<file path="src/spi_port_pkg.sv">
// Constants, field layouts and state type for the host serial port.
// Assumes one 200 MHz system clock; link pins are sampled, never used as clocks.
package spi_port_pkg;
  localparam logic [1:0] OP_REG_WR = 2'h0;
  localparam logic [1:0] OP_REG_RD = 2'h1;
  localparam logic [1:0] OP_MEM = 2'h2;
  localparam logic [1:0] OP_CMD = 2'h3;
  localparam logic [5:0] TRL_FIFO_LD = 6'h00;
  localparam logic [5:0] TRL_MEM_A = 6'h20;
  localparam logic [5:0] TRL_MEM_F = 6'h28;
  localparam logic [5:0] TRL_MEM_T = 6'h2C;
  localparam logic [5:0] TRL_MEM_RD = 6'h3F;
  localparam logic [5:0] TRL_FIFO_RD = 6'h1F;
  localparam logic [5:0] MEM_BASE_A = 6'h00;
  localparam logic [5:0] MEM_BASE_F = 6'h0F;
  localparam logic [5:0] MEM_BASE_T = 6'h24;
  localparam logic [7:0] SPACE_B_PREFIX = 8'hFB;
  localparam logic [5:0] IO_CFG1_ADDR = 6'h02;
  localparam logic [5:0] IO_CFG2_ADDR = 6'h03;
  localparam int CFG1_CLKSEL_LSB = 0;
  localparam int CFG1_LFOFF_BIT = 2;
  localparam int CFG2_PDA_BIT = 0;
  localparam int CFG2_PDB_BIT = 1;
  localparam logic [1:0] CLKSEL_OFF = 2'h0;
  localparam logic [1:0] CLKSEL_DIV1 = 2'h1;
  localparam logic [1:0] CLKSEL_DIV2 = 2'h2;
  localparam logic [1:0] CLKSEL_DIV4 = 2'h3;
  localparam logic [1:0] CLKSEL_RST = CLKSEL_DIV4;
  localparam logic LFOFF_RST = 1'h0;
  localparam int LOAD_W = 15;
  typedef enum logic [3:0] {ST_OP, ST_WR, ST_RD, ST_FLD, ST_MLD, ST_FRD, ST_MRD, ST_CMD,
    ST_IGN} op_state_e;
endpackage

</file>
<file path="src/pair_buffer.sv">
// Two-entry valid/ready buffer for bytes bound for the FIFO or target memory.
// Assumes both sides run on the system clock; all outputs come from flops.
`timescale 1ns/1ps
module pair_buffer #(
  parameter int W = 15
)
(
  // Clock and reset
  input wire logic clock,
  input wire logic srst,
  // Filling side
  input wire logic in_valid,
  output logic in_ready,
  input wire logic [W-1:0] in_data,
  // Draining side
  output logic out_valid,
  input wire logic out_ready,
  output logic [W-1:0] out_data
);
  logic [W-1:0] head_r;
  logic [W-1:0] tail_r;
  logic head_v_r;
  logic tail_v_r;
  logic push;
  logic pop;

  assign push = in_valid && !tail_v_r;
  assign pop = head_v_r && out_ready;
  assign in_ready = !tail_v_r;
  assign out_valid = head_v_r;
  assign out_data = head_r;

  always_ff @(posedge clock)
  begin
    if (srst)
    begin
      head_v_r <= 1'b0;
      tail_v_r <= 1'b0;
      head_r <= '0;
      tail_r <= '0;
    end
    else if (pop && tail_v_r)
    begin
      head_r <= tail_r;
      tail_v_r <= 1'b0;
    end
    else if (pop)
    begin
      head_v_r <= push;
      head_r <= in_data;
    end
    else if (push && !head_v_r)
    begin
      head_r <= in_data;
      head_v_r <= 1'b1;
    end
    else if (push)
    begin
      tail_r <= in_data;
      tail_v_r <= 1'b1;
    end
  end
endmodule

</file>
<file path="src/host_clock_out.sv">
// Host clock output: crystal clock divided by 1, 2 or 4, or the slow RC clock.
// Assumes crystal and RC clocks arrive as pins; both are sampled twice first.
`timescale 1ns/1ps
module host_clock_out
  import spi_port_pkg::*;
(
  // Clock and reset
  input wire logic clock,
  input wire logic srst,
  // Source clocks and state
  input wire logic xtal_clk,
  input wire logic lf_clk,
  input wire logic xtal_running,
  // Configuration
  input wire logic [1:0] clk_sel,
  input wire logic lf_off,
  // Host clock pin
  output logic host_clk
);
  logic [2:0] xs_r;
  logic [1:0] ls_r;
  logic [1:0] div_r;
  logic host_clk_r;

  always_ff @(posedge clock)
  begin
    xs_r <= {xs_r[1:0], xtal_clk};
    ls_r <= {ls_r[0], lf_clk};
  end

  // Count crystal rising edges; bit 0 halves, bit 1 quarters
  always_ff @(posedge clock)
  begin
    if (srst)
      div_r <= 2'h0;
    else if (xs_r[1] && !xs_r[2])
      div_r <= div_r + 2'h1;
  end

  always_ff @(posedge clock)
  begin
    if (srst || clk_sel == CLKSEL_OFF)
      host_clk_r <= 1'b0;
    else if (xtal_running)
    begin
      case (clk_sel)
        CLKSEL_DIV1: host_clk_r <= xs_r[1];
        CLKSEL_DIV2: host_clk_r <= div_r[0];
        default: host_clk_r <= div_r[1];
      endcase
    end
    else
      host_clk_r <= ls_r[1] && !lf_off;
  end

  assign host_clk = host_clk_r;
endmodule

</file>
<file path="src/spi_host_port.sv">
// Serial slave port: decodes operation bytes, streams registers, FIFO, memory.
// Assumes link pins are asynchronous and slow (clock period well over 20 cycles).
`timescale 1ns/1ps
module spi_host_port
  import spi_port_pkg::*;
(
  // Clock and reset
  input wire logic clock,
  input wire logic srst,
  // Interface select strap
  input wire logic iface_strap,
  output logic twowire_mode,
  // Serial link pins
  input wire logic sclk,
  input wire logic slave_select_n,
  input wire logic mosi,
  output logic sdo_o,
  output logic sdo_oe,
  output logic sdo_pd_en,
  // Operating state and clocks
  input wire logic main_enable,
  input wire logic xtal_stable,
  input wire logic xtal_running,
  input wire logic xtal_clk,
  input wire logic lf_clk,
  output logic host_clk,
  // Register access
  output logic reg_space_b,
  output logic [5:0] reg_addr,
  output logic reg_wr,
  output logic [7:0] reg_wdata,
  input wire logic reg_writable,
  output logic reg_rd,
  input wire logic reg_readable,
  input wire logic [7:0] reg_rdata,
  // FIFO and target memory reads
  output logic fifo_pop,
  input wire logic [7:0] fifo_rdata,
  output logic mem_rd,
  input wire logic [7:0] mem_rdata,
  // FIFO and target memory loads
  output logic load_valid,
  input wire logic load_ready,
  output logic [7:0] load_data,
  output logic load_to_mem,
  output logic [5:0] load_addr,
  output logic load_lost,
  // Direct command
  output logic [5:0] cmd_code,
  input wire logic cmd_any_state,
  output logic cmd_go
);
  logic [2:0] pin1_r;
  logic [2:0] pin2_r;
  logic [2:0] pin3_r;
  logic strap1_r;
  logic strap2_r;
  logic twowire_r;
  logic sel;
  logic sel_d;
  logic sclk_rise;
  logic sclk_fall;
  logic [2:0] bit_cnt_r;
  logic [7:0] rx_sh_r;
  logic [7:0] rx_byte;
  logic byte_done;
  logic gate_ok;
  logic at_op;
  logic is_rd;
  op_state_e state_r;
  logic space_b_r;
  logic [5:0] addr_r;
  logic [5:0] reg_addr_r;
  logic [5:0] cmd_code_r;
  logic cmd_go_r;
  logic fetch_r;
  logic capture_r;
  logic reg_rd_r;
  logic fifo_pop_r;
  logic mem_rd_r;
  logic [7:0] tx_byte_r;
  logic [7:0] tx_sh_r;
  logic sdo_r;
  logic sdo_oe_r;
  logic sdo_pd_r;
  logic reg_wr_r;
  logic [7:0] reg_wdata_r;
  logic [1:0] clk_sel_r;
  logic lf_off_r;
  logic pd_a_r;
  logic pd_b_r;
  logic cfg1_hit;
  logic cfg2_hit;
  logic push_r;
  logic [LOAD_W-1:0] push_data_r;
  logic buf_ready;
  logic [LOAD_W-1:0] buf_data;
  logic load_lost_r;

  function automatic op_state_e decode_op(input logic [7:0] b, input logic ok);
    op_state_e s;
    s = ST_IGN;
    case (b[7:6])
      OP_REG_WR: s = ST_WR;
      OP_REG_RD: s = ST_RD;
      OP_CMD: s = ST_CMD;
      default:
      begin
        case (b[5:0])
          TRL_FIFO_LD: s = ST_FLD;
          TRL_MEM_A, TRL_MEM_F, TRL_MEM_T: s = ST_MLD;
          TRL_MEM_RD: s = ST_MRD;
          TRL_FIFO_RD: s = ST_FRD;
          default: s = ST_IGN;
        endcase
        if (!ok)
          s = ST_IGN;
      end
    endcase
    return s;
  endfunction

  function automatic logic [5:0] start_addr(input logic [7:0] b);
    logic [5:0] a;
    a = b[5:0];
    if (b[7:6] == OP_MEM)
    begin
      case (b[5:0])
        TRL_MEM_F: a = MEM_BASE_F;
        TRL_MEM_T: a = MEM_BASE_T;
        default: a = MEM_BASE_A;
      endcase
    end
    return a;
  endfunction

  // Link pins: two flops before use, third only for edge finding
  always_ff @(posedge clock)
  begin
    pin1_r <= {sclk, slave_select_n, mosi};
    pin2_r <= pin1_r;
    pin3_r <= pin2_r;
    strap1_r <= iface_strap;
    strap2_r <= strap1_r;
  end

  always_ff @(posedge clock)
  begin
    if (srst)
      twowire_r <= 1'b0;
    else
      twowire_r <= strap2_r;
  end

  // Two-wire mode keeps this port deselected
  assign sel = !pin2_r[1] && !twowire_r;
  assign sel_d = !pin3_r[1] && !twowire_r;
  assign sclk_rise = sel && pin2_r[2] && !pin3_r[2];
  assign sclk_fall = sel && !pin2_r[2] && pin3_r[2];
  assign rx_byte = {rx_sh_r[6:0], pin2_r[0]};
  assign byte_done = sclk_fall && bit_cnt_r == 3'h7;
  assign gate_ok = main_enable && xtal_stable;
  assign at_op = state_r == ST_OP || state_r == ST_CMD;
  assign is_rd = state_r == ST_RD || state_r == ST_FRD || state_r == ST_MRD;
  assign cfg1_hit = !space_b_r && reg_addr_r == IO_CFG1_ADDR;
  assign cfg2_hit = !space_b_r && reg_addr_r == IO_CFG2_ADDR;

  always_ff @(posedge clock)
  begin
    if (srst || !sel)
      bit_cnt_r <= 3'h0;
    else if (sclk_fall)
      bit_cnt_r <= bit_cnt_r + 3'h1;
  end

  always_ff @(posedge clock)
  begin
    if (srst)
      rx_sh_r <= 8'h00;
    else if (sclk_fall)
      rx_sh_r <= rx_byte;
  end

  always_ff @(posedge clock)
  begin
    if (srst || !sel)
    begin
      state_r <= ST_OP;
      space_b_r <= 1'b0;
    end
    else if (byte_done && at_op)
    begin
      // Prefix is tested first; it would otherwise decode as a command
      if (rx_byte == SPACE_B_PREFIX)
      begin
        space_b_r <= 1'b1;
        state_r <= ST_OP;
      end
      else
        state_r <= decode_op(rx_byte, gate_ok);
    end
  end

  always_ff @(posedge clock)
  begin
    if (srst)
      addr_r <= 6'h00;
    else if (byte_done && at_op)
      addr_r <= start_addr(rx_byte);
    else if (byte_done && state_r inside {ST_WR, ST_RD, ST_MLD, ST_MRD})
      addr_r <= addr_r + 6'h01;
  end

  // Lags addr_r by one cycle so a write strobe carries the byte's own address
  always_ff @(posedge clock)
  begin
    if (srst)
      reg_addr_r <= 6'h00;
    else
      reg_addr_r <= addr_r;
  end

  always_ff @(posedge clock)
  begin
    if (srst)
    begin
      cmd_code_r <= 6'h00;
      cmd_go_r <= 1'b0;
    end
    else
    begin
      if (byte_done && at_op && rx_byte[7:6] == OP_CMD)
        cmd_code_r <= rx_byte[5:0];
      // Runs at select rise, or at the next byte when chained
      cmd_go_r <= state_r == ST_CMD && ((sel_d && !sel) || byte_done)
        && (cmd_any_state || gate_ok);
    end
  end

  // Fetch one cycle after the byte ends, capture the answer one later
  always_ff @(posedge clock)
  begin
    if (srst)
    begin
      fetch_r <= 1'b0;
      capture_r <= 1'b0;
      reg_rd_r <= 1'b0;
      fifo_pop_r <= 1'b0;
      mem_rd_r <= 1'b0;
    end
    else
    begin
      fetch_r <= byte_done;
      capture_r <= fetch_r && is_rd;
      reg_rd_r <= fetch_r && state_r == ST_RD;
      fifo_pop_r <= fetch_r && state_r == ST_FRD;
      mem_rd_r <= fetch_r && state_r == ST_MRD;
    end
  end

  always_ff @(posedge clock)
  begin
    if (srst)
      tx_byte_r <= 8'h00;
    else if (capture_r)
    begin
      case (state_r)
        ST_FRD: tx_byte_r <= fifo_rdata;
        ST_MRD: tx_byte_r <= mem_rdata;
        default:
        begin
          if (cfg1_hit)
            tx_byte_r <= {5'h00, lf_off_r, clk_sel_r};
          else if (cfg2_hit)
            tx_byte_r <= {6'h00, pd_b_r, pd_a_r};
          else
            tx_byte_r <= reg_readable ? reg_rdata : 8'h00;
        end
      endcase
    end
  end

  always_ff @(posedge clock)
  begin
    if (srst || !sel)
    begin
      sdo_r <= 1'b0;
      sdo_oe_r <= 1'b0;
      tx_sh_r <= 8'h00;
    end
    else if (sclk_rise && is_rd)
    begin
      sdo_oe_r <= 1'b1;
      if (bit_cnt_r == 3'h0)
      begin
        sdo_r <= tx_byte_r[7];
        tx_sh_r <= {tx_byte_r[6:0], 1'b0};
      end
      else
      begin
        sdo_r <= tx_sh_r[7];
        tx_sh_r <= {tx_sh_r[6:0], 1'b0};
      end
    end
  end

  always_ff @(posedge clock)
  begin
    if (srst)
      sdo_pd_r <= 1'b0;
    else
      sdo_pd_r <= !sdo_oe_r && pd_a_r && pd_b_r;
  end

  always_ff @(posedge clock)
  begin
    if (srst)
    begin
      reg_wr_r <= 1'b0;
      reg_wdata_r <= 8'h00;
    end
    else
    begin
      reg_wr_r <= byte_done && state_r == ST_WR && reg_writable
        && !cfg1_hit && !cfg2_hit;
      if (byte_done)
        reg_wdata_r <= rx_byte;
    end
  end

  always_ff @(posedge clock)
  begin
    if (srst)
    begin
      clk_sel_r <= CLKSEL_RST;
      lf_off_r <= LFOFF_RST;
      pd_a_r <= 1'b0;
      pd_b_r <= 1'b0;
    end
    else if (byte_done && state_r == ST_WR && cfg1_hit)
    begin
      clk_sel_r <= rx_byte[CFG1_CLKSEL_LSB +: 2];
      lf_off_r <= rx_byte[CFG1_LFOFF_BIT];
    end
    else if (byte_done && state_r == ST_WR && cfg2_hit)
    begin
      pd_a_r <= rx_byte[CFG2_PDA_BIT];
      pd_b_r <= rx_byte[CFG2_PDB_BIT];
    end
  end

  // Load path; the master may not outpace the drain, see the lost flag
  always_ff @(posedge clock)
  begin
    if (srst)
    begin
      push_r <= 1'b0;
      push_data_r <= '0;
    end
    else
    begin
      push_r <= byte_done && (state_r == ST_FLD || state_r == ST_MLD);
      if (byte_done)
        push_data_r <= {state_r == ST_MLD, addr_r, rx_byte};
    end
  end

  // Set wins over the clear at the start of a new selection
  always_ff @(posedge clock)
  begin
    if (srst)
      load_lost_r <= 1'b0;
    else if (push_r && !buf_ready)
      load_lost_r <= 1'b1;
    else if (sel && !sel_d)
      load_lost_r <= 1'b0;
  end

  pair_buffer #(
    .W(LOAD_W)
  ) u_load_buf (
    .clock(clock),
    .srst(srst),
    .in_valid(push_r),
    .in_ready(buf_ready),
    .in_data(push_data_r),
    .out_valid(load_valid),
    .out_ready(load_ready),
    .out_data(buf_data)
  );

  host_clock_out u_host_clk (
    .clock(clock),
    .srst(srst),
    .xtal_clk(xtal_clk),
    .lf_clk(lf_clk),
    .xtal_running(xtal_running),
    .clk_sel(clk_sel_r),
    .lf_off(lf_off_r),
    .host_clk(host_clk)
  );

  assign twowire_mode = twowire_r;
  assign sdo_o = sdo_r;
  assign sdo_oe = sdo_oe_r;
  assign sdo_pd_en = sdo_pd_r;
  assign reg_space_b = space_b_r;
  assign reg_addr = reg_addr_r;
  assign reg_wr = reg_wr_r;
  assign reg_wdata = reg_wdata_r;
  assign reg_rd = reg_rd_r;
  assign fifo_pop = fifo_pop_r;
  assign mem_rd = mem_rd_r;
  assign load_to_mem = buf_data[14];
  assign load_addr = buf_data[13:8];
  assign load_data = buf_data[7:0];
  assign load_lost = load_lost_r;
  assign cmd_code = cmd_code_r;
  assign cmd_go = cmd_go_r;
endmodule

</file>
<file path="config.mk">
export PLATFORM = sky130hd
export DESIGN_NAME = spi_host_port
export DESIGN_NICKNAME = d
export VERILOG_FILES = /design/src/spi_port_pkg.sv /design/src/pair_buffer.sv /design/src/host_clock_out.sv /design/src/spi_host_port.sv
export SDC_FILE = /design/constraint.sdc
export NUM_CORES = 1
export LEC_CHECK = 0
export BUFFER_PORTS_ARGS = -buffer_cell sky130_fd_sc_hd__buf_2
export CAP_MARGIN = 0
export CORE_ASPECT_RATIO = 0.7
export CORE_MARGIN = 2
export CORE_UTILIZATION = 57
export DETAILED_ROUTE_END_ITERATION = 10
export GPL_ROUTABILITY_DRIVEN = 0
export PLACE_DENSITY = 0.81
export SLEW_MARGIN = 20
export SYNTH_ARGS = -nofsm -noshare
export SYNTH_HDL_FRONTEND = slang
export SYNTH_HIERARCHICAL = 1
export SYNTH_SLANG_ARGS = --single-unit
</file>
<file path="constraint.sdc">
create_clock -name clock -period 2.3 [get_ports clock]
set_input_delay 0 -clock clock [delete_from_list [all_inputs] [get_ports clock]]
set_output_delay 0 -clock clock [all_outputs]
set_load 0.1 [all_outputs]
</file>
# After elaboration in Yosys (flattened, before gate mapping)
# Cells that the tools add are included.
# Widths: inputs -> output; s select.
[word_totals]
in_bits = 39
reg_bits = 141
wordCells = 170
out_inout_bits = 48
[classes]
n_reduce_logical = 78
addsub = 3
n_eq_ne = 21
mux = 23
bitwise = 4
[ops]
columns = ["cell", "count"]
rows = [
  ["$mux 15", 3],
  ["$logic_and 1x1->1", 38],
  ["$mux 8", 4],
  ["$eq 6x6->1 const B", 4],
  ["$mux 6", 3],
  ["$eq 4x3->1 const B", 4],
  ["$pmux 4 s4", 1],
  ["$pmux 8 s2", 1],
  ["$logic_not 1->1", 15],
  ["$eq 6x2->1 const B", 2],
  ["$pmux 4 s3", 1],
  ["$pmux 6 s2", 1],
  ["$eq 4x2->1 const B", 2],
  ["$eq 8x8->1 const B", 1],
  ["$logic_or 1x1->1", 8],
  ["$mux 4", 2],
  ["$add 6x1->6 const B", 1],
  ["$eq 2x2->1 const B", 3],
  ["$eq 6x5->1 const B", 1],
  ["$logic_not 6->1", 1],
  ["$mux 1", 6],
  ["$reduce_and 2->1", 3],
  ["$reduce_bool 2->1", 3],
  ["$eq 2x1->1 const B", 2],
  ["other kinds (15)", 19],
]

# Longest topological paths before layout
# Gate-level depths: netlist (run 1).
[logic_depth]
depth_word = 9
mapped_depth = 7
mapped_depth_nobuf = 6

# By module
# The synthesis (run 1) kept the hierarchy.
[modules_own_cells]
columns = ["mod", "n_inst", "cells_per_inst", "area_per_inst_um2", "seq_area_each_um2"]
rows = [
  ["spi_host_port", 1, 464, 4107.7, 1821.7],
  ["pair_buffer", 1, 178, 1452.6, 640.6],
  ["host_clock_out", 1, 24, 282.8, 160.2],
]

# Least setup slack after synthesis (run 1)
# Ideal clock, no wire load.
[synth_path]
path_type = "reg-to-reg"
from = "register twowire_r, in the netlist twowire_mode"
to = "register reg_wdata_r[1], in the netlist reg_wdata[1]"
path_stages_with_launch = 7
period_less_slack_ps = 2235
setup_ps = 70
arrival_ps = 2165
t_required_ps = 2230
slack_ps = 65
path_buffers = 2
cell_sequence = "dfxtp_1 > nor4b_2 > nand2_1 > clkbuf_1 > clkbuf_1 > nand2_1 > a21oi_1"
[synth_between]
elab_chain_cells = 5
[synth_rtl]
columns = ["element", "line_no", "rtl"]
rows = [
  ["start: declaration", "spi_host_port.sv:58", "logic twowire_r;"],
  ["start signal: assignment", "spi_host_port.sv:152", "twowire_r <= strap2_r;"],
  ["$logic_not 1->1", "spi_host_port.sv:156", "assign sel = !pin2_r[1] && !twowire_r;"],
  ["$logic_and 1x1->1", "spi_host_port.sv:156", ""],
  ["$logic_and 1x1->1 (2 in series)", "spi_host_port.sv:159", "assign sclk_fall = sel && !pin2_r[2] && pin3_r[2];"],
  ["$logic_and 1x1->1", "spi_host_port.sv:161", "assign byte_done = sclk_fall && bit_cnt_r == 3'h7;"],
  ["end signal: assignment", "spi_host_port.sv:327", "reg_wdata_r <= rx_byte;"],
  ["end: declaration", "spi_host_port.sv:87", "logic [7:0] reg_wdata_r;"],
]
# Every way passes these cells.
# A chain may end at the register's enable or synchronous reset.

# Worst setup path after layout (run 1)
[layout_path]
from = "register state_r[0]"
to = "register tx_byte_r[5]"
[layout_between]
elab_chain_cells = 2
word_cells_on_any_way = 3
cone_classes = "eq/ne: 2; mux: 1"
[layout_rtl]
columns = ["element", "line_no", "rtl"]
rows = [
  ["start: declaration", "spi_host_port.sv:70", "op_state_e state_r;"],
  ["start signal: assignment", "spi_host_port.sv:200", "state_r <= decode_op(rx_byte, gate_ok);"],
  ["$eq 4x3->1", "spi_host_port.sv:267", "case (state_r)"],
  ["$pmux 8 s2 *", "spi_host_port.sv:267", ""],
  ["end signal: assignment", "spi_host_port.sv:268", "ST_FRD: tx_byte_r <= fifo_rdata;"],
  ["end signal: assignment", "spi_host_port.sv:269", "ST_MRD: tx_byte_r <= mem_rdata;"],
  ["end signal: assignment", "spi_host_port.sv:273", "tx_byte_r <= {5'h00, lf_off_r, clk_sel_r};"],
  ["end: declaration", "spi_host_port.sv:81", "logic [7:0] tx_byte_r;"],
]
# Mark *: on every way between the ends. The rest lies on a longest branch, timed or not.

==> results of run 1 <==
layout by cell type, fill, tap and decap left out, types with 3 or more instances in the layout:
cell           instances
o21a_1                 8
a311oi_1               4
a31oi_1                5
a22oi_1                8
ha_1                  10
nor2_1                57
dlygate4sd3_1         19
and2_1                16
clkbuf_16             17
nor4_2                 5
a211oi_1              29
nand3_1                9
clkbuf_1               4
nor4_1                14
o22ai_1                4
nor3_1                28
dfxtp_1              129
o21ai_0                8
clkbuf_8               4
inv_1                 11
nand2b_1              13
a211oi_2               3
mux2i_1               21
nand2_1               92
buf_4                 20
buf_2                 86
o21ai_1                3
or3_1                  3
a21oi_1               51
nand4b_1               4
nand4_1                6
or4_1                  4
nor2b_1               16
timing repair:
item | in CTS | in global routing
resized for setup | 0 | 4
hold buffers | 19 | 0
hold endpoints to repair | 14 | 0
setup endpoints to repair | 0 | 6
registers in the layout (all words and copies together), names as in the netlist, 7 cells and up:
signal,cells
u_load_buf/out_data,15
u_load_buf/tail_r,15
push_data_r,8
tx_byte_r,8
reg_wdata,7
rx_sh_r,7
tx_sh_r,7
layout make-up:
cell class	count	area, sq um
timing repair buffer	125	771
clock inverter	4	50.0
tap	128	160
multi-input combinational	465	2880
sequential	131	2630
inverter	12	45.0
clock buffer	25	495
fill	733	2810
worst max-delay path, delay by kind of cell (launching register included):
family	cells	cell delay [ps]
AO/OA/AOI/OAI	2	330
buffers and inverters	4	1140
flip-flops	1	370
AND/OR/NAND/NOR	2	250
stage by stage:
stage / instances / hold WS, ps / instance area, sq um / total power [mW] / setup slack, ps
after floorplan: 666 / 27.7 / 5840 / 2.44 / 65.0
after global placement: 842 / 103 / 6280 / 2.49 / 372
after detailed placement: 842 / 105 / 6280 / 2.50 / 224
after CTS: 890 / 20.2 / 7010 / 5.00 / 90.7
after global routing: 890 / 53.0 / 7030 / 5.13 / 18.2
final: 890 / 42.4 / 7030 / 4.99 / 135
report_power, final:
part / switching [mW] / internal, mW
Combinational: 0.0950 / 0.0759
Clock: 0.932 / 1.58
Sequential: 0.0168 / 2.29
metal layers:
metal,part of all wire (%),vias up
met5,0,-
met4,1.2,0
met3,8.1,21
met2,45,250
met1,46,2479
li1,-,2519
worst max-delay path by stage:
| stage | slack (ps) | cells past startpoint | start | to |
|---|---|---|---|---|
| 2_1_floorplan | 60 | 6 | twowire_mode | reg_wdata[1] |
| 3_3_place_gp | 370 | 4 | state_r[1] | state_r[1] |
| 3_5_place_dp | 220 | 4 | state_r[1] | state_r[1] |
| 4_1_cts | 90 | 8 | state_r[0] | tx_byte_r[5] |
| 5_1_grt | 20 | 8 | state_r[0] | tx_byte_r[3] |
| 6_report | 140 | 8 | state_r[0] | tx_byte_r[5] |
cells by family (layout without fill, tap and decap cells):
| group | after synthesis | after routing | share of synthesized area, % |
|---|---|---|---|
| flip-flops | 131 | 131 | 44.9 |
| AO/OA/AOI/OAI | 141 | 141 | 16.6 |
| multiplexers | 21 | 21 | 3.60 |
| AND/OR/NAND/NOR | 289 | 289 | 26.2 |
| adder cells (fa/ha/maj) | 10 | 10 | 2.14 |
| XOR/XNOR | 4 | 4 | 0.600 |
| buffers and inverters | 70 | 166 | 6.02 |
cell usage after synthesis, drive strengths merged, types with 3 or more instances:
cell / instances / area [sq um]
nand3: 9 / 45.0
nand2b: 13 / 81.3
or4: 4 / 30.0
mux2i: 21 / 210
and2: 16 / 100
buf: 32 / 209
a22oi: 8 / 60.1
o21a: 8 / 60.1
o21ai: 11 / 55.1
nor2: 57 / 214
clkbuf: 26 / 97.6
a211oi: 34 / 285
nor3: 28 / 140
ha: 10 / 125
nand2: 92 / 345
a31oi: 5 / 31.3
dfxtp: 131 / 2620
o22ai: 4 / 25.0
a311oi: 4 / 35.0
a21oi: 51 / 255
or4b: 3 / 37.5
nand4: 6 / 37.5
nor2b: 16 / 100
inv: 12 / 45.0
nor4: 20 / 171
nand4b: 4 / 35.0
or3: 4 / 30.0
==> metrics.yaml, run 1 <==
outcome: "complete, no violations"
ys_types: 67
crit_required_ps: 2630
route.detailed.drc: 0
fp.dieW_um: 125
peakVddDrop_uv: 540
routed_wl_um: 15000
hold_viol: 0
crit_chain: "buf_4, nor2b_1, buf_4, o21bai_1, buf_4, nand4_1, dlygate4sd3_1, a211oi_2"
r2r_setup_slack_ps: 140
dp_hpwl_um: 10100
r2r-end: "tx_byte_r[5]"
rows: 30
dr.pass1.iters: 5
min_to: "u_load_buf/out_valid"
critPathLaunchType: "flop"
setup_viol: 0
path_clk_slew_ps: 50
final_core_util_pct: 71.4
drt_iter0_markers: 668
finalCriticalPeriod_ps: 2160
yosysSeqAreaShare_pct: 44.9
r2r-start: "state_r[0]"
grt_max_degree: 41
syn_inst: 666
cap_violations: 0
tightest_slew_ps: 681
met2_usage_pct: 45.0
maxSlewHeadroom_pct: 54.5
via_count: 5269
ios: 87
antenna_found_initial: 0
fin_setup_tns_ps: 0
via_per_inst: 5.92
synth_edf_count: 0
endpoint_kind: "flop"
grt-ovfl-total: 0
syn_area_per_cell_sq_um: 8.77
worst_hold_path_type: "input pin to flop"
cp_max_fo: 11
ys_seq_elements: 131
fin_crit_sh_pct: 94.1
track_usage_pct: 27.6
cpMaxStageDelayCell: "dlygate4sd3_1"
area_delta_synth_final_pct: 20.2
max_freq_ghz: 0.462
async_flop_share_pct: 0
drive_above_1_share_pct: 20.6
drv_slew: 0
slowest_delay_ps: 600
rr_worst_depth: 8
cp_common_cell: "buf_4"
cts_sinks: 131
grtUsageMet1_pct: 37.1
criticalPathCategory: "flop to flop"
leakage_nw: 2.73
synthFlopType: "dfxtp_1"
post_cts_buffers: 0
globalRouteMet3Util_pct: 6.35
fin_worst_skew_ps: 10.4
portBuffers: 86
coreArea_sq_um: 9830
die_y_um: 88.7
top_usage_layer: "met2"
cts_root_buf: "clkbuf_16"
design.die.area_sq_um: 11100
wl_per_cell_um: 16.9
grt_pass1_vias: 4921
start_util_pct: 59.4
antenna_left: 0
hold_depth: 4
syn_nets: 715
cts_tree: "done"
yosysWarnings: 6
pwr_density_cell_nw_per_um2: 710
cts.path.max_buffers: 2
grt_pass1_wl_um: 24400
syn_area_sq_um: 5840
rsz0062_at_grt: "false"
numCtsBuffers: 17
htree_levels: 4
clkLatencyLatePin_ps: 410
min_from: "load_ready"
cp.arrival_ps: 2490
nets: 801
insertedDiodeCount: 0
(Power assumes the default switching activity.)
==> run 2: changes to the inputs <==
--- a/config.mk
+++ b/config.mk
@@ -9,12 +9,11 @@
 export CAP_MARGIN = 0
 export CORE_ASPECT_RATIO = 0.7
 export CORE_MARGIN = 2
-export CORE_UTILIZATION = 57
+export CORE_UTILIZATION = 45
 export DETAILED_ROUTE_END_ITERATION = 10
 export GPL_ROUTABILITY_DRIVEN = 0
-export PLACE_DENSITY = 0.81
+export PLACE_DENSITY = 0.67
 export SLEW_MARGIN = 20
 export SYNTH_ARGS = -nofsm -noshare
 export SYNTH_HDL_FRONTEND = slang
-export SYNTH_HIERARCHICAL = 1
 export SYNTH_SLANG_ARGS = --single-unit
==> metrics.yaml, run 2 <==
path_clk_slew_ps: 60
final_core_util_pct: 57.0
finalCriticalPeriod_ps: 2180
cts_root_buf: "clkbuf_16"
yosysSeqAreaShare_pct: 48.5
grt-ovfl-total: 0
pwr_density_cell_nw_per_um2: 769
swShare_pct: 20.8
rsz0062_at_grt: "false"
p_switching_mw: 1.07
grt_pass1_wl_um: 21300
post_cts_buffers: 0
syn_area_sq_um: 5410
layout_commonest_cell: "dfxtp_1"
grt_pass1_vias: 4372
peakVddDrop_uv: 515
via_count: 4654
antenna_left: 0
path_depth: 5
drv_slew: 0
track_usage_pct: 21.3
fin_crit_sh_pct: 94.7
criticalPathCategory: "flop to flop"
wl_per_cell_um: 15.3
portBuffers: 86
endpoint_kind: "flop"
tightest_slew_ps: 1010
outcome: "complete, no violations"
async_flop_share_pct: 0
startpoint: "state_r[0]"
numCtsBuffers: 17
maxSlewHeadroom_pct: 32.6
crit_chain: "or4_4, a211oi_4, nand2_2, mux2i_1, nor2_1"
r2r-end: "cmd_code[2]"
synth_area_leaders: "dfxtp_1 49%, nand2_1 7.4%, mux2i_1 6.7%"
top_usage_layer: "met2"
ys_types: 57
crit_required_ps: 2580
leakage_nw: 2.73
htree_levels: 4
worst_hold_path_type: "input pin to flop"
hold_depth: 3
area_delta_synth_final_pct: 23.6
synth_top_area_share_pct: 48.5
dp_hpwl_um: 9270
layout_common_cells: "128 x dfxtp_1, 107 x nand2_1, 86 x buf_2"
critPathLaunchType: "flop"
min_from: "xtal_stable"
synth.most_common_cell: "dfxtp_1"
slowest_delay_ps: 610
design.die.area_sq_um: 12900
ios: 87
routed_wl_um: 13500
dr.pass1.iters: 5
rr_worst_depth: 5
cap_violations: 0
coreArea_sq_um: 11700
via_per_inst: 5.30
dp_cells: 831
r2r_setup_slack_ps: 120
cp_max_fo: 10
grtUsageMet1_pct: 28.7
cts_sinks: 131
die_y_um: 95.7
drive_above_1_share_pct: 20.0
yosysTopAreaCell: "dfxtp_1"
combPwrFrac_pct: 3.0
met2_usage_pct: 32.8
syn_inst: 622
drt_iter0_markers: 350
clkLatencyLatePin_ps: 410
nets: 757
synth_edf_count: 0
fp.dieW_um: 135
syn_nets: 671
clock_power_share_pct: 52.1
yosysWarnings: 0
antenna_found_initial: 0
hold_viol: 0
ys_seq_elements: 131
min_to: "cmd_go"
internal_power_mw: 4.07
r2r-start: "state_r[0]"
instances_no_fill: 878
cp.arrival_ps: 2460
power_frac_seq_pct: 44.9
max_freq_ghz: 0.459
globalRouteMet3Util_pct: 5.85
setup_viol: 0
cts.path.max_buffers: 2
cp_top_family: "simple AND/OR/NAND/NOR gates"
start_util_pct: 46.1
rows: 33
synth_common_cells: "131 x dfxtp_1, 107 x nand2_1, 63 x nor2_1"
synthFlopType: "dfxtp_1"
cpMaxStageDelayCell: "or4_4"
fin_setup_tns_ps: 0
grt_max_degree: 97
insertedDiodeCount: 0
syn_area_per_cell_sq_um: 8.69
route.detailed.drc: 0
postCtsResizedCells: 0
cts_tree: "done"
fin_worst_skew_ps: 12.2
critPathBufInv: 0
[run 2: metrics by stage]
step	power [mW]	setup slack, ps	hold WS (ps)	area, sq um
finish	5.14	122	1.49	6680
global route	5.29	15.6	33.2	6680
CTS	5.18	127	8.14	6680
detailed placement	2.49	133	104	5940
global placement	2.49	233	103	5940
floorplan	2.43	9.52	27.7	5410
[run 2: worst max-delay path by stage]
stage / slack [ps] / to
after floorplan: 10 / clk_sel_r[0]
after global placement: 230 / cmd_code[5]
after detailed placement: 130 / addr_r[5]
after CTS: 130 / addr_r[5]
after global routing: 20 / addr_r[5]
final: 120 / cmd_code[2]
[run 2: cell type report]
cell class	instances	area, sq um
flip-flops and latches	131	2630
clock inverters	7	96.3
fillers	1056	5040
inverters	13	48.8
repair buffers	114	691
multi-input cells	431	2530
well taps	157	196
clock buffers	25	495
[run 2: logic make-up after synthesis]
kind of cell / count (synthesis) / synth area share [%]
AO/OA/AOI/OAI: 139 / 16.4
XOR/XNOR: 4 / 0.648
adder cells (fa/ha/maj): 10 / 2.31
buffers and inverters: 60 / 4.81
flip-flops: 131 / 48.5
multiplexers: 36 / 6.67
AND/OR/NAND/NOR: 242 / 20.7
[run 2: power by group through the flow]
stage,clock network (mW),logic (mW),registers [mW]
3_5_place_dp,0,0.135,2.36
5_1_grt,2.81,0.167,2.31
6_report,2.67,0.156,2.31
4_1_cts,2.72,0.154,2.31
2_1_floorplan,0,0.0673,2.36
3_3_place_gp,0,0.132,2.35
[run 2: metal layers]
| metal | wire, um | share of wire, % |
|---|---|---|
| met5 | 0 | 0 |
| met1 | 6420 | 48 |
| met3 | 989 | 7.3 |
| met2 | 5890 | 44 |
| met4 | 166 | 1.2 |
[run 2: worst min-delay path, cell delays in order]
cell and delay, ps:
buf_2 110, a21oi_1 150, a2111oi_0 100
[run 2: timing repair]
item	CTS	global route
endpoints found under the setup margin	0	1
hold buffers	15	0
endpoints found under the hold margin	16	0
